## config.mk

```make
export PLATFORM = sky130hd
export DESIGN_NAME = bxs_sequencer
export DESIGN_NICKNAME = d
export VERILOG_FILES = /design/src/verilog/bxs_pkg.sv /design/src/verilog/bxs_sequencer.sv /design/src/verilog/bxs_sync.sv
export SDC_FILE = /design/constraint.sdc
export NUM_CORES = 1
export LEC_CHECK = 0
export BUFFER_PORTS_ARGS = -buffer_cell sky130_fd_sc_hd__buf_2
export CELL_PAD_IN_SITES_DETAIL_PLACEMENT = 0
export CELL_PAD_IN_SITES_GLOBAL_PLACEMENT = 2
export CORE_MARGIN = 5
export CORE_UTILIZATION = 29
export CTS_CLUSTER_SIZE = 25
export DETAILED_ROUTE_END_ITERATION = 6
export GPL_ROUTABILITY_DRIVEN = 0
export PLACE_DENSITY_LB_ADDON = 0.3
export SYNTH_ARGS = -nofsm -noshare
export SYNTH_HDL_FRONTEND = slang
export SYNTH_SLANG_ARGS = --single-unit
```

## constraint.sdc

```tcl
create_clock -name mclk -period 2.3 [get_ports mclk]
set_clock_uncertainty 0.15 [all_clocks]
set_input_delay 0.46 -clock mclk [delete_from_list [all_inputs] [get_ports mclk]]
set_output_delay 0.46 -clock mclk [all_outputs]
set_load 0.01 [all_outputs]
```

## src/verilog/bxs_pkg.sv

```systemverilog
// Bridge excitation sequencer: shared constants, modes and carriers.
// Assumes one master clock; every count below except SETTLE_WORDS is in master clock cycles.
package bxs_pkg;

  // Divider counter width and the half-periods per select code
  localparam int CNT_W = 16;
  localparam logic [CNT_W-1:0] HALF_SEL1 = 16'h0800;
  localparam logic [CNT_W-1:0] HALF_SEL2 = 16'h0400;
  localparam logic [CNT_W-1:0] HALF_SEL3 = 16'h0200;

  // Sampling hold-off after a polarity change
  localparam int HOLD_W = 7;
  localparam logic [HOLD_W-1:0] HOLDOFF_CYC = 7'h40;

  // Converter output words that may be unsettled after a change
  localparam logic [2:0] SETTLE_WORDS = 3'h6;

  // Select code that stops switching
  localparam logic [1:0] SEL_STOP = 2'h0;

  // Reset level of the polarity (positive half, second output high)
  localparam logic POL_RESET = 1'b1;

  localparam int SAMPLE_W = 24;

  typedef enum logic [3:0] {
    ST_HOLD   = 4'h1,
    ST_ACTIVE = 4'h2,
    ST_EXT    = 4'h4,
    ST_SLEEP  = 4'h8
  } bxs_mode_e;

  typedef struct packed {
    logic valid;
    logic signed [SAMPLE_W-1:0] data;
  } bxs_sample_s;

endpackage

```

## src/verilog/bxs_sequencer.sv

```systemverilog
// Bridge excitation sequencer: square-wave drive, sampling window and
// synchronous detection for a delta-sigma bridge converter.
// Assumes mode inputs and samples come from logic on mclk; only the
// first excitation pin arrives from outside and is synchronised here.
//
// Functional notes
// - ac mode drives a square wave at an integer sub-multiple of mclk.
// - ac mode demodulates samples against the square-wave polarity.
// - after each polarity change, sampling waits 64 master clock cycles.
// - internal, select zero: switching stops, second output high, first low.
// - external excitation: second output follows the first pin, except in sleep.
// - sleep drives first output high, second low, in any mode.
// - six output words are unsettled after each polarity change.
// - after reset the first output is driven low.
// - select one gives 1 kHz from a 4.096 MHz master clock.
`timescale 1ns/1ps
module bxs_sequencer
  import bxs_pkg::*;
#(
  parameter logic [CNT_W-1:0] HALF_P1 = HALF_SEL1,
  parameter logic [CNT_W-1:0] HALF_P2 = HALF_SEL2,
  parameter logic [CNT_W-1:0] HALF_P3 = HALF_SEL3
) (
  // Clock and reset
  input wire logic mclk,
  input wire logic rst,
  // Mode control
  input wire logic sleep,
  input wire logic ext_sel,
  input wire logic ac_mode,
  input wire logic [1:0] excitation_select_field,
  // Excitation pins; the first is two-way
  input wire logic excitation_a_in,
  output logic excitation_out_a,
  output logic excitation_a_oe_n,
  output logic excitation_out_b,
  // Converter samples in, detected samples out
  input wire bxs_sample_s raw_sample,
  output bxs_sample_s det_sample,
  output logic det_settled,
  output logic polarity,
  output logic sample_window
);

  bxs_mode_e mode;
  bxs_mode_e next_mode;
  logic pol;
  logic [CNT_W-1:0] phase_cnt;
  logic [CNT_W-1:0] half_len;
  logic [HOLD_W-1:0] hold_cnt;
  logic [2:0] settle_cnt;
  logic a_sync;
  logic a_prev;
  logic flip;
  logic pol_evt;
  logic demod;

  bxs_sync #(.W(1)) u_pin_sync (
    .mclk(mclk),
    .rst(rst),
    .d(excitation_a_in),
    .q(a_sync)
  );

  always_comb begin
    if (sleep) begin
      next_mode = ST_SLEEP;
    end else if (ext_sel) begin
      next_mode = ST_EXT;
    end else if (!ac_mode || excitation_select_field == SEL_STOP) begin
      next_mode = ST_HOLD;
    end else begin
      next_mode = ST_ACTIVE;
    end
  end

  always_ff @(posedge mclk) begin
    if (rst) begin
      mode <= ST_HOLD;
    end else begin
      mode <= next_mode;
    end
  end

  always_comb begin
    unique case (excitation_select_field)
      // Select zero holds the wave, so its length is never used
      2'h0, 2'h1: half_len = HALF_P1;
      2'h2: half_len = HALF_P2;
      2'h3: half_len = HALF_P3;
    endcase
  end

  // Same reload for both halves keeps them equal
  assign flip = (mode == ST_ACTIVE) && (phase_cnt == '0);

  always_ff @(posedge mclk) begin
    if (rst) begin
      pol <= POL_RESET;
      phase_cnt <= '0;
    end else if (mode != ST_ACTIVE) begin
      pol <= POL_RESET;
      phase_cnt <= half_len - 16'h0001;
    end else if (flip) begin
      pol <= ~pol;
      phase_cnt <= half_len - 16'h0001;
    end else begin
      phase_cnt <= phase_cnt - 16'h0001;
    end
  end

  // External edges count as polarity changes too
  always_ff @(posedge mclk) begin
    if (rst) begin
      a_prev <= 1'b0;
    end else begin
      a_prev <= a_sync;
    end
  end

  assign pol_evt = flip || ((mode == ST_EXT) && (a_sync != a_prev));

  always_ff @(posedge mclk) begin
    if (rst) begin
      hold_cnt <= '0;
    end else if (pol_evt || mode == ST_SLEEP) begin
      hold_cnt <= HOLDOFF_CYC;
    end else if (hold_cnt != '0) begin
      hold_cnt <= hold_cnt - 7'h01;
    end
  end

  assign sample_window = (hold_cnt == '0) && (mode != ST_SLEEP);
  assign polarity = (mode == ST_EXT) ? a_sync : pol;
  assign demod = ac_mode && !polarity;

  always_ff @(posedge mclk) begin
    if (rst) begin
      det_sample <= '0;
    end else begin
      det_sample.valid <= raw_sample.valid && sample_window;
      if (raw_sample.valid && sample_window) begin
        det_sample.data <= demod ? -raw_sample.data : raw_sample.data;
      end
    end
  end

  // A change while counting restarts the count
  always_ff @(posedge mclk) begin
    if (rst) begin
      settle_cnt <= '0;
    end else if (pol_evt) begin
      settle_cnt <= SETTLE_WORDS;
    end else if (det_sample.valid && settle_cnt != '0) begin
      settle_cnt <= settle_cnt - 3'h1;
    end
  end

  assign det_settled = (settle_cnt == '0);

  always_comb begin
    excitation_a_oe_n = 1'b0;
    unique case (mode)
      ST_SLEEP: begin
        excitation_out_a = 1'b1;
        excitation_out_b = 1'b0;
      end
      ST_EXT: begin
        excitation_a_oe_n = 1'b1;
        excitation_out_a = 1'b0;
        excitation_out_b = a_sync;
      end
      ST_ACTIVE: begin
        excitation_out_a = ~pol;
        excitation_out_b = pol;
      end
      default: begin
        excitation_out_a = 1'b0;
        excitation_out_b = 1'b1;
      end
    endcase
  end

  // Helper counters for the checks
  logic [7:0] since_chg;
  logic [CNT_W-1:0] run_len;
  logic [CNT_W-1:0] loaded_len;
  logic [1:0] loaded_sel;

  // Length and select in force for the running half; a select change
  // mid-half only applies at the next reload
  always_ff @(posedge mclk) begin
    if (rst) begin
      loaded_len <= '0;
      loaded_sel <= 2'h0;
    end else if (flip || mode != ST_ACTIVE) begin
      loaded_len <= half_len;
      loaded_sel <= excitation_select_field;
    end
  end

  always_ff @(posedge mclk) begin
    if (rst) begin
      since_chg <= 8'hff;
      run_len <= '0;
    end else begin
      if (pol_evt || mode == ST_SLEEP) begin
        since_chg <= 8'h01;
      end else if (since_chg != 8'hff) begin
        since_chg <= since_chg + 8'h01;
      end
      run_len <= (flip || mode != ST_ACTIVE) ? 16'h0001 : run_len + 16'h0001;
    end
  end
endmodule // bxs_sequencer

```

## src/verilog/bxs_sync.sv

```systemverilog
// Two-flop synchroniser for levels arriving from outside the mclk domain.
// Assumes the input is a slow level; no pulse is guaranteed to pass.
`timescale 1ns/1ps
module bxs_sync #(
  parameter int W = 1
) (
  // Clock and reset
  input wire logic mclk,
  input wire logic rst,
  // Asynchronous level in, synchronised level out
  input wire logic [W-1:0] d,
  output logic [W-1:0] q
);

  logic [W-1:0] meta;

  always_ff @(posedge mclk) begin
    if (rst) begin
      meta <= '0;
      q <= '0;
    end else begin
      meta <= d;
      q <= meta;
    end
  end

endmodule // bxs_sync

```

# Word-level counts from Yosys, hierarchy flattened
# Cells that the tools add are included.
[word_totals]
n_memories = 0
ramBits = 0
latch_bits = 0
mem_bits_ro = 0
regBits = 59
elab_cells = 69
out_inout_bits = 31
in_bits = 33
[op_classes]
div_mod_pow = 0
n_lt_le_gt_ge = 0
bitwise_logic = 1
mux = 15
mul = 0
shifts = 0
eq_ne = 9
addsub = 5
n_reduce_logical = 25
[ops]
columns = ["cell", "n"]
rows = [
  ["16-bit one-hot mux with 3 select lines", 1],
  ["16-bit two-way mux", 2],
  ["16-bit by 1-bit subtractor with 16-bit output (second input constant)", 2],
  ["24-bit two-way mux", 1],
  ["24-bit negation", 1],
  ["16-bit logical NOT", 1],
  ["7-bit two-way mux", 2],
  ["2-bit OR reduction", 5],
  ["3-bit two-way mux", 3],
  ["7-bit logical NOT", 1],
  ["7-bit nonzero test", 1],
  ["7-bit by 1-bit subtractor with 7-bit output (second input constant)", 1],
  ["1-bit logical AND", 6],
  ["2-bit == test (second input constant)", 2],
  ["4-bit by 2-bit == test with 1-bit output (second input constant)", 1],
  ["4-bit by 3-bit == test with 1-bit output (second input constant)", 1],
  ["4-bit == test (second input constant)", 1],
  ["4-bit two-way mux", 1],
  ["4-bit by 2-bit inequality test with 1-bit output (second input constant)", 1],
  ["4-bit inequality test (second input constant)", 1],
  ["2-bit nonzero test", 2],
  ["3-bit logical NOT", 1],
  ["1-bit logical OR", 3],
  ["1-bit one-hot mux with 3 select lines", 1],
  ["other kinds (11)", 13],
]

# Logic depth before layout (Yosys ltp)
# Gate-level depths: netlist (run 1).
[depth]
depth_word = 6
mapped_depth = 9
depth_no_buf = 7

# By module
# From an unflattened synthesis (run 1), not the netlist that was laid out.
[unflattened]
cells_unflattened = 334
area_unflattened_um2 = 3002.9
[by_module_without_submodules]
columns = ["mod", "n_inst", "cells_each", "area_each_um2", "seq_area_each_um2"]
rows = [
  ["bxs_sequencer", 1, 330, 2950.3, 1141.1],
  ["bxs_sync", 1, 4, 52.6, 40.0],
]

# Worst setup path before layout (run 1)
# No wires, ideal clock.
[synth_timing]
path_kind = "register to output"
start = "register mode[0]"
end = "output port excitation_out_b"
slack_ns = 0.013
path_buffers = 1
arrival_ns = 1.677
stages_incl_launch_ff = 5
required_ns = 1.690
cell_sequence = "dfxtp_1 or4b_2 clkbuf_1 o21ai_0 o21ai_0"
[synth_between]
elab_chain_cells = 2
elab_cells_between_ends = 4
cone_classes = "eq/ne: 3; mux: 1"
[synth_rtl]
columns = ["element", "line_no", "source"]
rows = [
  ["from (decl)", "bxs_sequencer.sv:45", "bxs_mode_e mode;"],
  ["from (signal assigned)", "bxs_sequencer.sv:81", "mode <= next_mode;"],
  ["4-bit by 2-bit == test with 1-bit output (tied with other cells)", "bxs_sequencer.sv:163", "unique case (mode)"],
  ["1-bit one-hot mux with 3 select lines (*)", "bxs_sequencer.sv:163", ""],
  ["to (decl)", "bxs_sequencer.sv:36", "output logic excitation_out_b,"],
]
# Every way passes the cells marked *; elsewhere a longest branch is shown, timed or not.

# Worst setup path after layout (run 1)
[layout_timing]
start = "register mode[2]"
end = "output port excitation_out_b"
# Same word-level chain as after synthesis.

==> flow_summary.json, run 1 <==
{
  "wl_per_cell_um": 14.0,
  "grt_max_degree": 24,
  "grt_pass1_vias": 2657,
  "fmaxAchievable_ghz": 0.443,
  "pin_count": 64,
  "cts_max_path_buffers": 2,
  "synth_edf_count": 0,
  "synth_most_common_cell": "dfxtp_1",
  "grt_pass1_wl_mm": 12.7,
  "die_h_um": 111,
  "final_antenna_net_count": 0,
  "cts_sinks": 59,
  "r2r-start": "phase_cnt[10]$_SDFF_PP0_",
  "yosysTopAreaCell": "dfxtp_1",
  "finalCriticalPeriod_ns": 2.26,
  "numPortBuffers": 63,
  "slew_headroom": 0.692,
  "crit_type": "reg -> out",
  "timing.max_cap.violations": 0,
  "path_clk_slew_ns": 0.07,
  "wl_mm": 7.85,
  "critPathLaunchType": "register",
  "synthCells": 332,
  "antenna_cells": 0,
  "grt_overflow_total": 0,
  "maxSlewViolCount": 0,
  "min-delay-path-class": "in -> reg",
  "cts.htree.levels": 3,
  "drt_pass1_iterations": 4,
  "post_drt_via_cell_ratio": 4.71,
  "num_rows": 37,
  "syn-num-nets": 373,
  "grt-busiest-layer": "met2",
  "tns_ns": 0,
  "synth_cell_types": 47,
  "fillers": 1065,
  "hold_viol": 0,
  "grt_util_met3": 0.0393,
  "setup_violations": 0,
  "p_leak_nw": 1.55,
  "die_w_um": 111,
  "cp-end-kind": "output port",
  "cts_root_buffer": "clkbuf_8",
  "worstPathRequired_ns": 1.69,
  "outcome": "finished, final reports clean",
  "cts_tree": "yes",
  "drtIter0Drc": 105,
  "synth_top_area_frac": 0.397,
  "met2_usage": 0.201,
  "ys_top_cells_by_area": "dfxtp_1 40%, xnor2_1 7.1%, nor2_1 5.9%",
  "cts_buffers": 9,
  "hp-start": "ext_sel",
  "ir_drop_mv": 0.518,
  "syn-cell-area_um2": 2980,
  "ys_seq_area_frac": 0.397,
  "stdcell_area_um2": 3910,
  "routed-via-count": 2646,
  "grt_setup_unrepaired": "yes",
  "ys_ff_latch": 59,
  "async_reset_ff_frac": 0,
  "nets": 462,
  "area_delta_synth_final_pct": 31.2,
  "dieArea_um2": 12400,
  "grt_antenna_before_repair": 0,
  "cp_max_fo": 4,
  "synth.avg_cell_area_um2": 8.97,
  "clock_latency_ns": 0.35,
  "drc": 0,
  "yosysWarnings": 0,
  "drive_gt1_frac": 0.340,
  "worstPathArrival_ns": 1.65,
  "worst-slew-pin-transition_ns": 0.457,
  "met1_usage": 0.161,
  "core_um2": 10200,
  "synthFlopType": "dfxtp_1",
  "grt_usage": 0.127,
  "ctsHoldBuffers": 0,
  "dpl.hpwl_mm": 6.00,
  "start_util": 0.292,
  "finalCritPeriodShare": 0.982,
  "netlist_top_cells_count": "59 x dfxtp_1, 47 x nor2_1, 24 x xnor2_1, 21 x a211oi_1, 19 x xor2_1",
  "startpoint": "mode[2]$_SDFF_PP0_",
  "postPlaceCellArea_um2": 3590,
  "power_density_nw_per_um2": 919
}
## cell families after synthesis
logic type / share of synthesized area
DFF: 0.397
AOI/OAI and AO/OA: 0.167
muxes: 0.0105
and+or+nand+nor: 0.227
adders and majority gates: 0.0336
xor gates and xnor gates: 0.127
buffers and inverters: 0.0387
## path summary, 6_finish.rpt
check | to | slack (ns) | cells past startpoint
setup / recovery | excitation_out_b | 0.04 | 4
hold / removal | mode[1]$_SDFF_PP0_ | 0.16 | 2
setup reg to reg | phase_cnt[7]$_SDFF_PP0_ | 0.08 | 5
hold reg to reg | u_pin_sync.q$_SDFF_PP0_ | 0.29 | 1
## layout by cell type (no fill, tap or decap), drive strengths merged, types with 2 or more instances in the layout
master,instances
mux2i,2
xnor2,24
or3,3
a211oi,21
or4,7
nand3,4
xor2,19
nor4,7
nor2b,8
a31oi,6
clkbuf,9
clkinv,3
nor3b,2
buf,92
clkinvlp,3
inv,11
nor2,48
nand2b,4
or4b,3
a21oi,17
o21ai,8
nor3,15
dfxtp,59
ha,8
and3,2
o31ai,7
nand4,2
a22o,4
nand2,15
## cell type report
cell class	count	area, um^2	share of cell area
inverter	11	41.3	0.0106
clock inverter	7	78.8	0.0202
clock buffer	9	124	0.0317
tap	136	170	0.0436
timing repair buffer	92	543	0.139
sequential	59	1190	0.304
multi-input combinational	248	1760	0.450
## metal layers
| metal | vias to the layer above | part of all wire |
|---|---|---|
| li1 | 1352 | - |
| met1 | 1222 | 0.47 |
| met2 | 53 | 0.46 |
| met3 | 19 | 0.047 |
| met4 | 0 | 0.028 |
| met5 | - | 0 |
## timing repair
item                       CTS  global route
pin swaps                    1             4
buffers inserted             0             2
setup endpoints to repair    6            11
resized for setup            7            19
## power breakdown
part,internal (W),leakage (nW),total (W),switching (W)
combinational,0.000623,0.969,0.00126,0.000634
clock,0.000505,0.0916,0.000973,0.000468
sequential,0.00123,0.488,0.00136,0.000128
## critical path, cell delays in order (launching register included)
cell and delay [ns]:
dfxtp_2 0.33, or4b_4 0.58, o21ai_4 0.20, o21ai_2 0.06, buf_2 0.13
## stage by stage
step                setup slack [ns]  utilization  total power (W)  hold WS [ns]  std cells
floorplan                     0.0132            -          0.00209         0.264        332
global placement              0.0146        0.353          0.00248         0.273        544
detailed placement           -0.0213        0.353          0.00248         0.276        544
CTS                       -0.0000603        0.374          0.00349         0.157        560
global route                 -0.0246        0.383          0.00388         0.156        562
finish                        0.0425        0.383          0.00359         0.164        562
## registers in the layout, summed over array words and instances (netlist names)
signal / flops
settle_cnt: 3
a_prev: 1
u_pin_sync.meta: 1
mode: 4
hold_cnt: 7
u_pin_sync.q: 1
phase_cnt: 16
pol: 1
det_sample: 25
Note: power is estimated with default switching activity, not from simulation.
==> inputs of run 2 (changes only) <==
REMOVE_ABC_BUFFERS = 1   (was unset)
==> flow_summary.json, run 2 (synthesized netlist as in run 1, its figures left out) <==
{
  "cp-end-kind": "output port",
  "critPathLaunchType": "register",
  "ir_drop_mv": 0.283,
  "cts.htree.levels": 3,
  "wl_mm": 7.65,
  "slew_headroom": 0.760,
  "cts_sinks": 59,
  "p_leak_nw": 1.55,
  "num_rows": 37,
  "outcome": "finished, final reports clean",
  "finalCritPeriodShare": 0.969,
  "path_clk_slew_ns": 0.07,
  "multi_input_area_um2": 1730,
  "grt_max_degree": 27,
  "post_drt_via_cell_ratio": 4.62,
  "cp_cell_sequence": "or4b_4, o21ai_2, o21ai_0, buf_2",
  "die_h_um": 111,
  "worst-slew-pin-transition_ns": 0.355,
  "most-common-layout-cells": "63 x buf_2, 56 x dfxtp_1, 47 x nor2_1",
  "grt_pass1_wl_mm": 13.0,
  "reg_top3": "det_sample x25, phase_cnt x16, hold_cnt x7",
  "numPortBuffers": 63,
  "hold_viol": 0,
  "utilization": 0.381,
  "largest_reg_flops": 25,
  "cp_max_fo": 3,
  "layout_commonest_cell": "buf_2",
  "dpl.hpwl_mm": 5.71,
  "cp_slowest_cell": "or4b_4",
  "grt_pass1_vias": 2673,
  "antenna_cells": 0,
  "core_um2": 10200,
  "drive_gt1_frac": 0.322,
  "fmaxAchievable_ghz": 0.449,
  "dieArea_um2": 12400,
  "seq_area_um2": 1180,
  "area_delta_synth_final_pct": 30.3,
  "wl_per_cell_um": 13.7,
  "cts_max_path_buffers": 2,
  "crit_type": "reg -> out",
  "start_util": 0.292,
  "timing.max_cap.violations": 0,
  "final_antenna_net_count": 0,
  "fillers": 1081,
  "worstPathArrival_ns": 1.62,
  "drtIter0Drc": 41,
  "pin_count": 64,
  "cts_buffers": 9,
  "stdcell_area_um2": 3880,
  "grt_usage": 0.128,
  "tns_ns": 0,
  "power_density_nw_per_um2": 952,
  "min-delay-path-class": "in -> reg",
  "grt_overflow_total": 0,
  "finalCriticalPeriod_ns": 2.23,
  "nets": 459,
  "setup_violations": 0,
  "routed-via-count": 2580,
  "power.total_w": 0.00369,
  "critPathMaxStageDelay_ns": 0.55,
  "whs_ns": 0.165,
  "maxSlewViolCount": 0,
  "clock_latency_ns": 0.33,
  "cts_root_buffer": "clkbuf_8",
  "drt_pass1_iterations": 4,
  "drc": 0,
  "die_w_um": 111,
  "postPlaceCellArea_um2": 3560,
  "cts_tree": "yes",
  "regMostFlops": "det_sample",
  "worstPathRequired_ns": 1.69,
  "grt_antenna_before_repair": 1
}
[run 2: cell types whose count changed in the layout (fill, tap and decap cells not counted), moves of 3 or more]
cell and change:
clkinvlp_4 -3, dfxtp_1 +3, dfxtp_2 -3, clkinv_4 -3
[run 2: area by class of cell]
class	count	area share
clock buffers	11	0.0364
flip-flops and latches	59	0.305
clock inverters	5	0.0258
repair buffers	89	0.132
well taps	136	0.0439
inverters	11	0.0106
multi-input cells	248	0.446
[run 2: final timing paths]
check	startpoint	endpoint	slack, ns	depth (start not counted)
hold / removal	ext_sel	mode[1]$_SDFF_PP0_	0.16	2
setup reg to reg	phase_cnt[10]$_SDFF_PP0_	phase_cnt[7]$_SDFF_PP0_	0.07	5
setup / recovery	mode[0]$_SDFF_PP1_	excitation_out_b	0.07	4
hold reg to reg	u_pin_sync.meta$_SDFF_PP0_	u_pin_sync.q$_SDFF_PP0_	0.33	1
[run 2: critical path: cells and delay by family (launching register included)]
kind	cells	cell delay (ns)
and+or+nand+nor	1	0.55
buffers and inverters	1	0.14
DFF	1	0.35
AOI/OAI and AO/OA	2	0.23
[run 2: routing by layer]
metal / global-route usage / part of all wire
met5: 0 / 0.0026
met4: 0.0341 / 0.0060
met3: 0.0546 / 0.063
met2: 0.205 / 0.45
met1: 0.159 / 0.48
[run 2: repair_timing]
| item | 4_1_cts | 5_1_grt |
|---|---|---|
| setup buffers | 1 | 2 |
| hold buffers | 0 | 0 |
| cloned | 0 | 0 |
| pin swaps | 1 | 4 |
| resized for setup | 5 | 12 |
| endpoints found under the setup margin | 3 | 18 |
[run 2: power breakdown]
group	total, W	switching (W)	leakage [nW]	internal (W)
Combinational	0.00117	0.000620	0.941	0.000553
Clock	0.00117	0.000423	0.123	0.000747
Sequential	0.00135	0.000120	0.487	0.00123
Total	0.00369	0.00116	1.55	0.00253
[run 2: through the flow]
step	instances	worst slack, ns
detailed placement	540	0.0363
global route	559	-0.0135
CTS	557	0.00755
global placement	540	0.0621
finish	559	0.0715
floorplan	318	-0.313
==> inputs of run 3 (changes only) <==
--- a/config.mk
+++ b/config.mk
@@ -12,2 +12,3 @@
 export CORE_UTILIZATION = 29
+export CTS_BUF_LIST = sky130_fd_sc_hd__clkbuf_4 sky130_fd_sc_hd__clkbuf_8 sky130_fd_sc_hd__clkbuf_16
 export CTS_CLUSTER_SIZE = 25
--- a/constraint.sdc
+++ b/constraint.sdc
@@ -4,2 +4,2 @@
 set_output_delay 0.46 -clock mclk [all_outputs]
-set_load 0.01 [all_outputs]
+set_load 0.05 [all_outputs]
==> flow_summary.json, run 3 (synthesized netlist as in run 1, its figures left out) <==
{
  "grt_antenna_before_repair": 1,
  "setup_violations": 0,
  "met2_usage": 0.194,
  "dieArea_um2": 12400,
  "regMostFlops": "det_sample",
  "critPathMaxStageDelay_ns": 0.43,
  "antenna_cells": 0,
  "hold_end": "mode[1]$_SDFF_PP0_",
  "cts_root_buffer": "clkbuf_8",
  "grt_pass1_vias": 2640,
  "hp-start": "ext_sel",
  "worstPathRequired_ns": 1.69,
  "routed-via-count": 2635,
  "met1_usage": 0.155,
  "worstPathArrival_ns": 1.65,
  "p_seq_frac": 0.367,
  "drt_pass1_iterations": 6,
  "core_um2": 10200,
  "maxSlewViolCount": 0,
  "final_antenna_net_count": 0,
  "dpl.hpwl_mm": 5.73,
  "wl_per_cell_um": 13.2,
  "grt_usage": 0.122,
  "post_drt_via_cell_ratio": 4.72,
  "placed_cells": 543,
  "postPlaceCellArea_um2": 3580,
  "path_clk_slew_ns": 0.07,
  "hold_viol": 0,
  "hold_depth": 2,
  "die_w_um": 111,
  "fmaxAchievable_ghz": 0.442,
  "critPathLaunchType": "register",
  "min-delay-path-class": "in -> reg",
  "seq_area_um2": 1180,
  "pin_count": 64,
  "multi_input_area_um2": 1710,
  "cts_sinks": 59,
  "r2r_setup_slack_ns": 0.07,
  "critical_path_buf_inv_count": 1,
  "pre_cts_ws_ns": 0.0348,
  "slew_headroom": 0.719,
  "clock_latency_ns": 0.33,
  "area_delta_synth_final_pct": 27.5,
  "fillers": 1089,
  "critPathTopFamily": "simple AND/OR/NAND/NOR gates",
  "drc": 0,
  "timing.max_cap.violations": 0,
  "tns_ns": 0,
  "cts_tree": "yes",
  "num_rows": 37,
  "layout_commonest_cell": "buf_2",
  "stdcell_area_um2": 3790,
  "worst-slew-pin-transition_ns": 0.422,
  "cp_cell_sequence": "or3_1, nor3_2, and2_1, buf_4",
  "finalCritPeriodShare": 0.984,
  "drive_gt1_frac": 0.313,
  "nets": 460,
  "internal_power_w": 0.00212,
  "grt-busiest-layer": "met2",
  "combPwrFrac": 0.422,
  "drtIter0Drc": 96,
  "wl_mm": 7.38,
  "cp-end-kind": "output port",
  "grt_max_degree": 36,
  "cp_slowest_cell": "or3_1",
  "die_h_um": 111,
  "grt_setup_unrepaired": "yes",
  "r2r-start": "phase_cnt[10]$_SDFF_PP0_",
  "r2r_end": "phase_cnt[7]$_SDFF_PP0_",
  "clockPowerShare": 0.211,
  "start_util": 0.292,
  "finalCriticalPeriod_ns": 2.26,
  "crit_type": "reg -> out",
  "reg_top3": "det_sample x25, phase_cnt x16, hold_cnt x7",
  "r2r_cells": 5,
  "outcome": "finished, final reports clean",
  "cp_max_fo": 4,
  "p_sw_w": 0.00155,
  "ir_drop_mv": 0.502,
  "power_density_nw_per_um2": 967,
  "grt_pass1_wl_mm": 12.5,
  "largest_reg_flops": 25,
  "grt_overflow_total": 0,
  "switching_share": 0.422,
  "cts.htree.levels": 3,
  "numPortBuffers": 63,
  "grt_util_met3": 0.0409,
  "ctsHoldBuffers": 0,
  "cts_max_path_buffers": 2,
  "cts_buffers": 9,
  "p_leak_nw": 1.51,
  "most-common-layout-cells": "59 x buf_2, 57 x dfxtp_1, 47 x nor2_1",
  "final_cells": 558,
  "setup_ws_ns": 0.0361
}
run 3: repair_timing:
item	4_1_cts	5_1_grt
resized for setup	9	8
buffers inserted	0	1
endpoints found under the setup margin	4	14
pin swaps	2	2
run 3: metrics by stage:
| stage | utilization | hold slack (ns) | total power (W) |
|---|---|---|---|
| detailed placement | 0.352 | 0.315 | 0.00291 |
| finish | 0.373 | 0.169 | 0.00367 |
| CTS | 0.369 | 0.147 | 0.00373 |
| global route | 0.373 | 0.160 | 0.00392 |
| global placement | 0.352 | 0.311 | 0.00290 |
| floorplan | - | 0.264 | 0.00248 |
run 3: power by group through the flow:
| stage | combinational [W] | sequential [W] | clock [W] |
|---|---|---|---|
| after global placement | 0.00154 | 0.00137 | 0 |
| final | 0.00155 | 0.00135 | 0.000775 |
| after CTS | 0.00156 | 0.00135 | 0.000814 |
| after floorplan | 0.000698 | 0.00179 | 0 |
| after global routing | 0.00169 | 0.00137 | 0.000850 |
| after detailed placement | 0.00154 | 0.00137 | 0 |
run 3: area by class of cell:
| type | instances | area share |
|---|---|---|
| multi-input combinational | 248 | 0.451 |
| sequential | 59 | 0.312 |
| timing repair buffer | 90 | 0.140 |
| tap | 136 | 0.0448 |
| clock buffer | 9 | 0.0326 |
| inverter | 11 | 0.0109 |
| clock inverter | 5 | 0.00857 |
run 3: worst max-delay path by stage:
stage,startpoint,to,slack (ns),depth (start not counted)
2_1_floorplan,mode[0]$_SDFF_PP1_,excitation_out_b,-1.43,3
3_3_place_gp,raw_sample[0],det_sample[22]$_SDFFE_PP0P_,0.07,9
3_5_place_dp,phase_cnt[10]$_SDFF_PP0_,phase_cnt[0]$_SDFF_PP0_,0.03,5
4_1_cts,mode[0]$_SDFF_PP1_,excitation_out_b,0.002,4
5_1_grt,hold_cnt[0]$_SDFFE_PP0P_,sample_window,-0.08,6
6_report,hold_cnt[2]$_SDFFE_PP0P_,sample_window,0.04,4
run 3: routing by layer:
metal	vias up	wire [um]
li1	1347	-
met1	1215	3520
met2	60	3290
met3	11	444
met4	2	104
met5	-	13
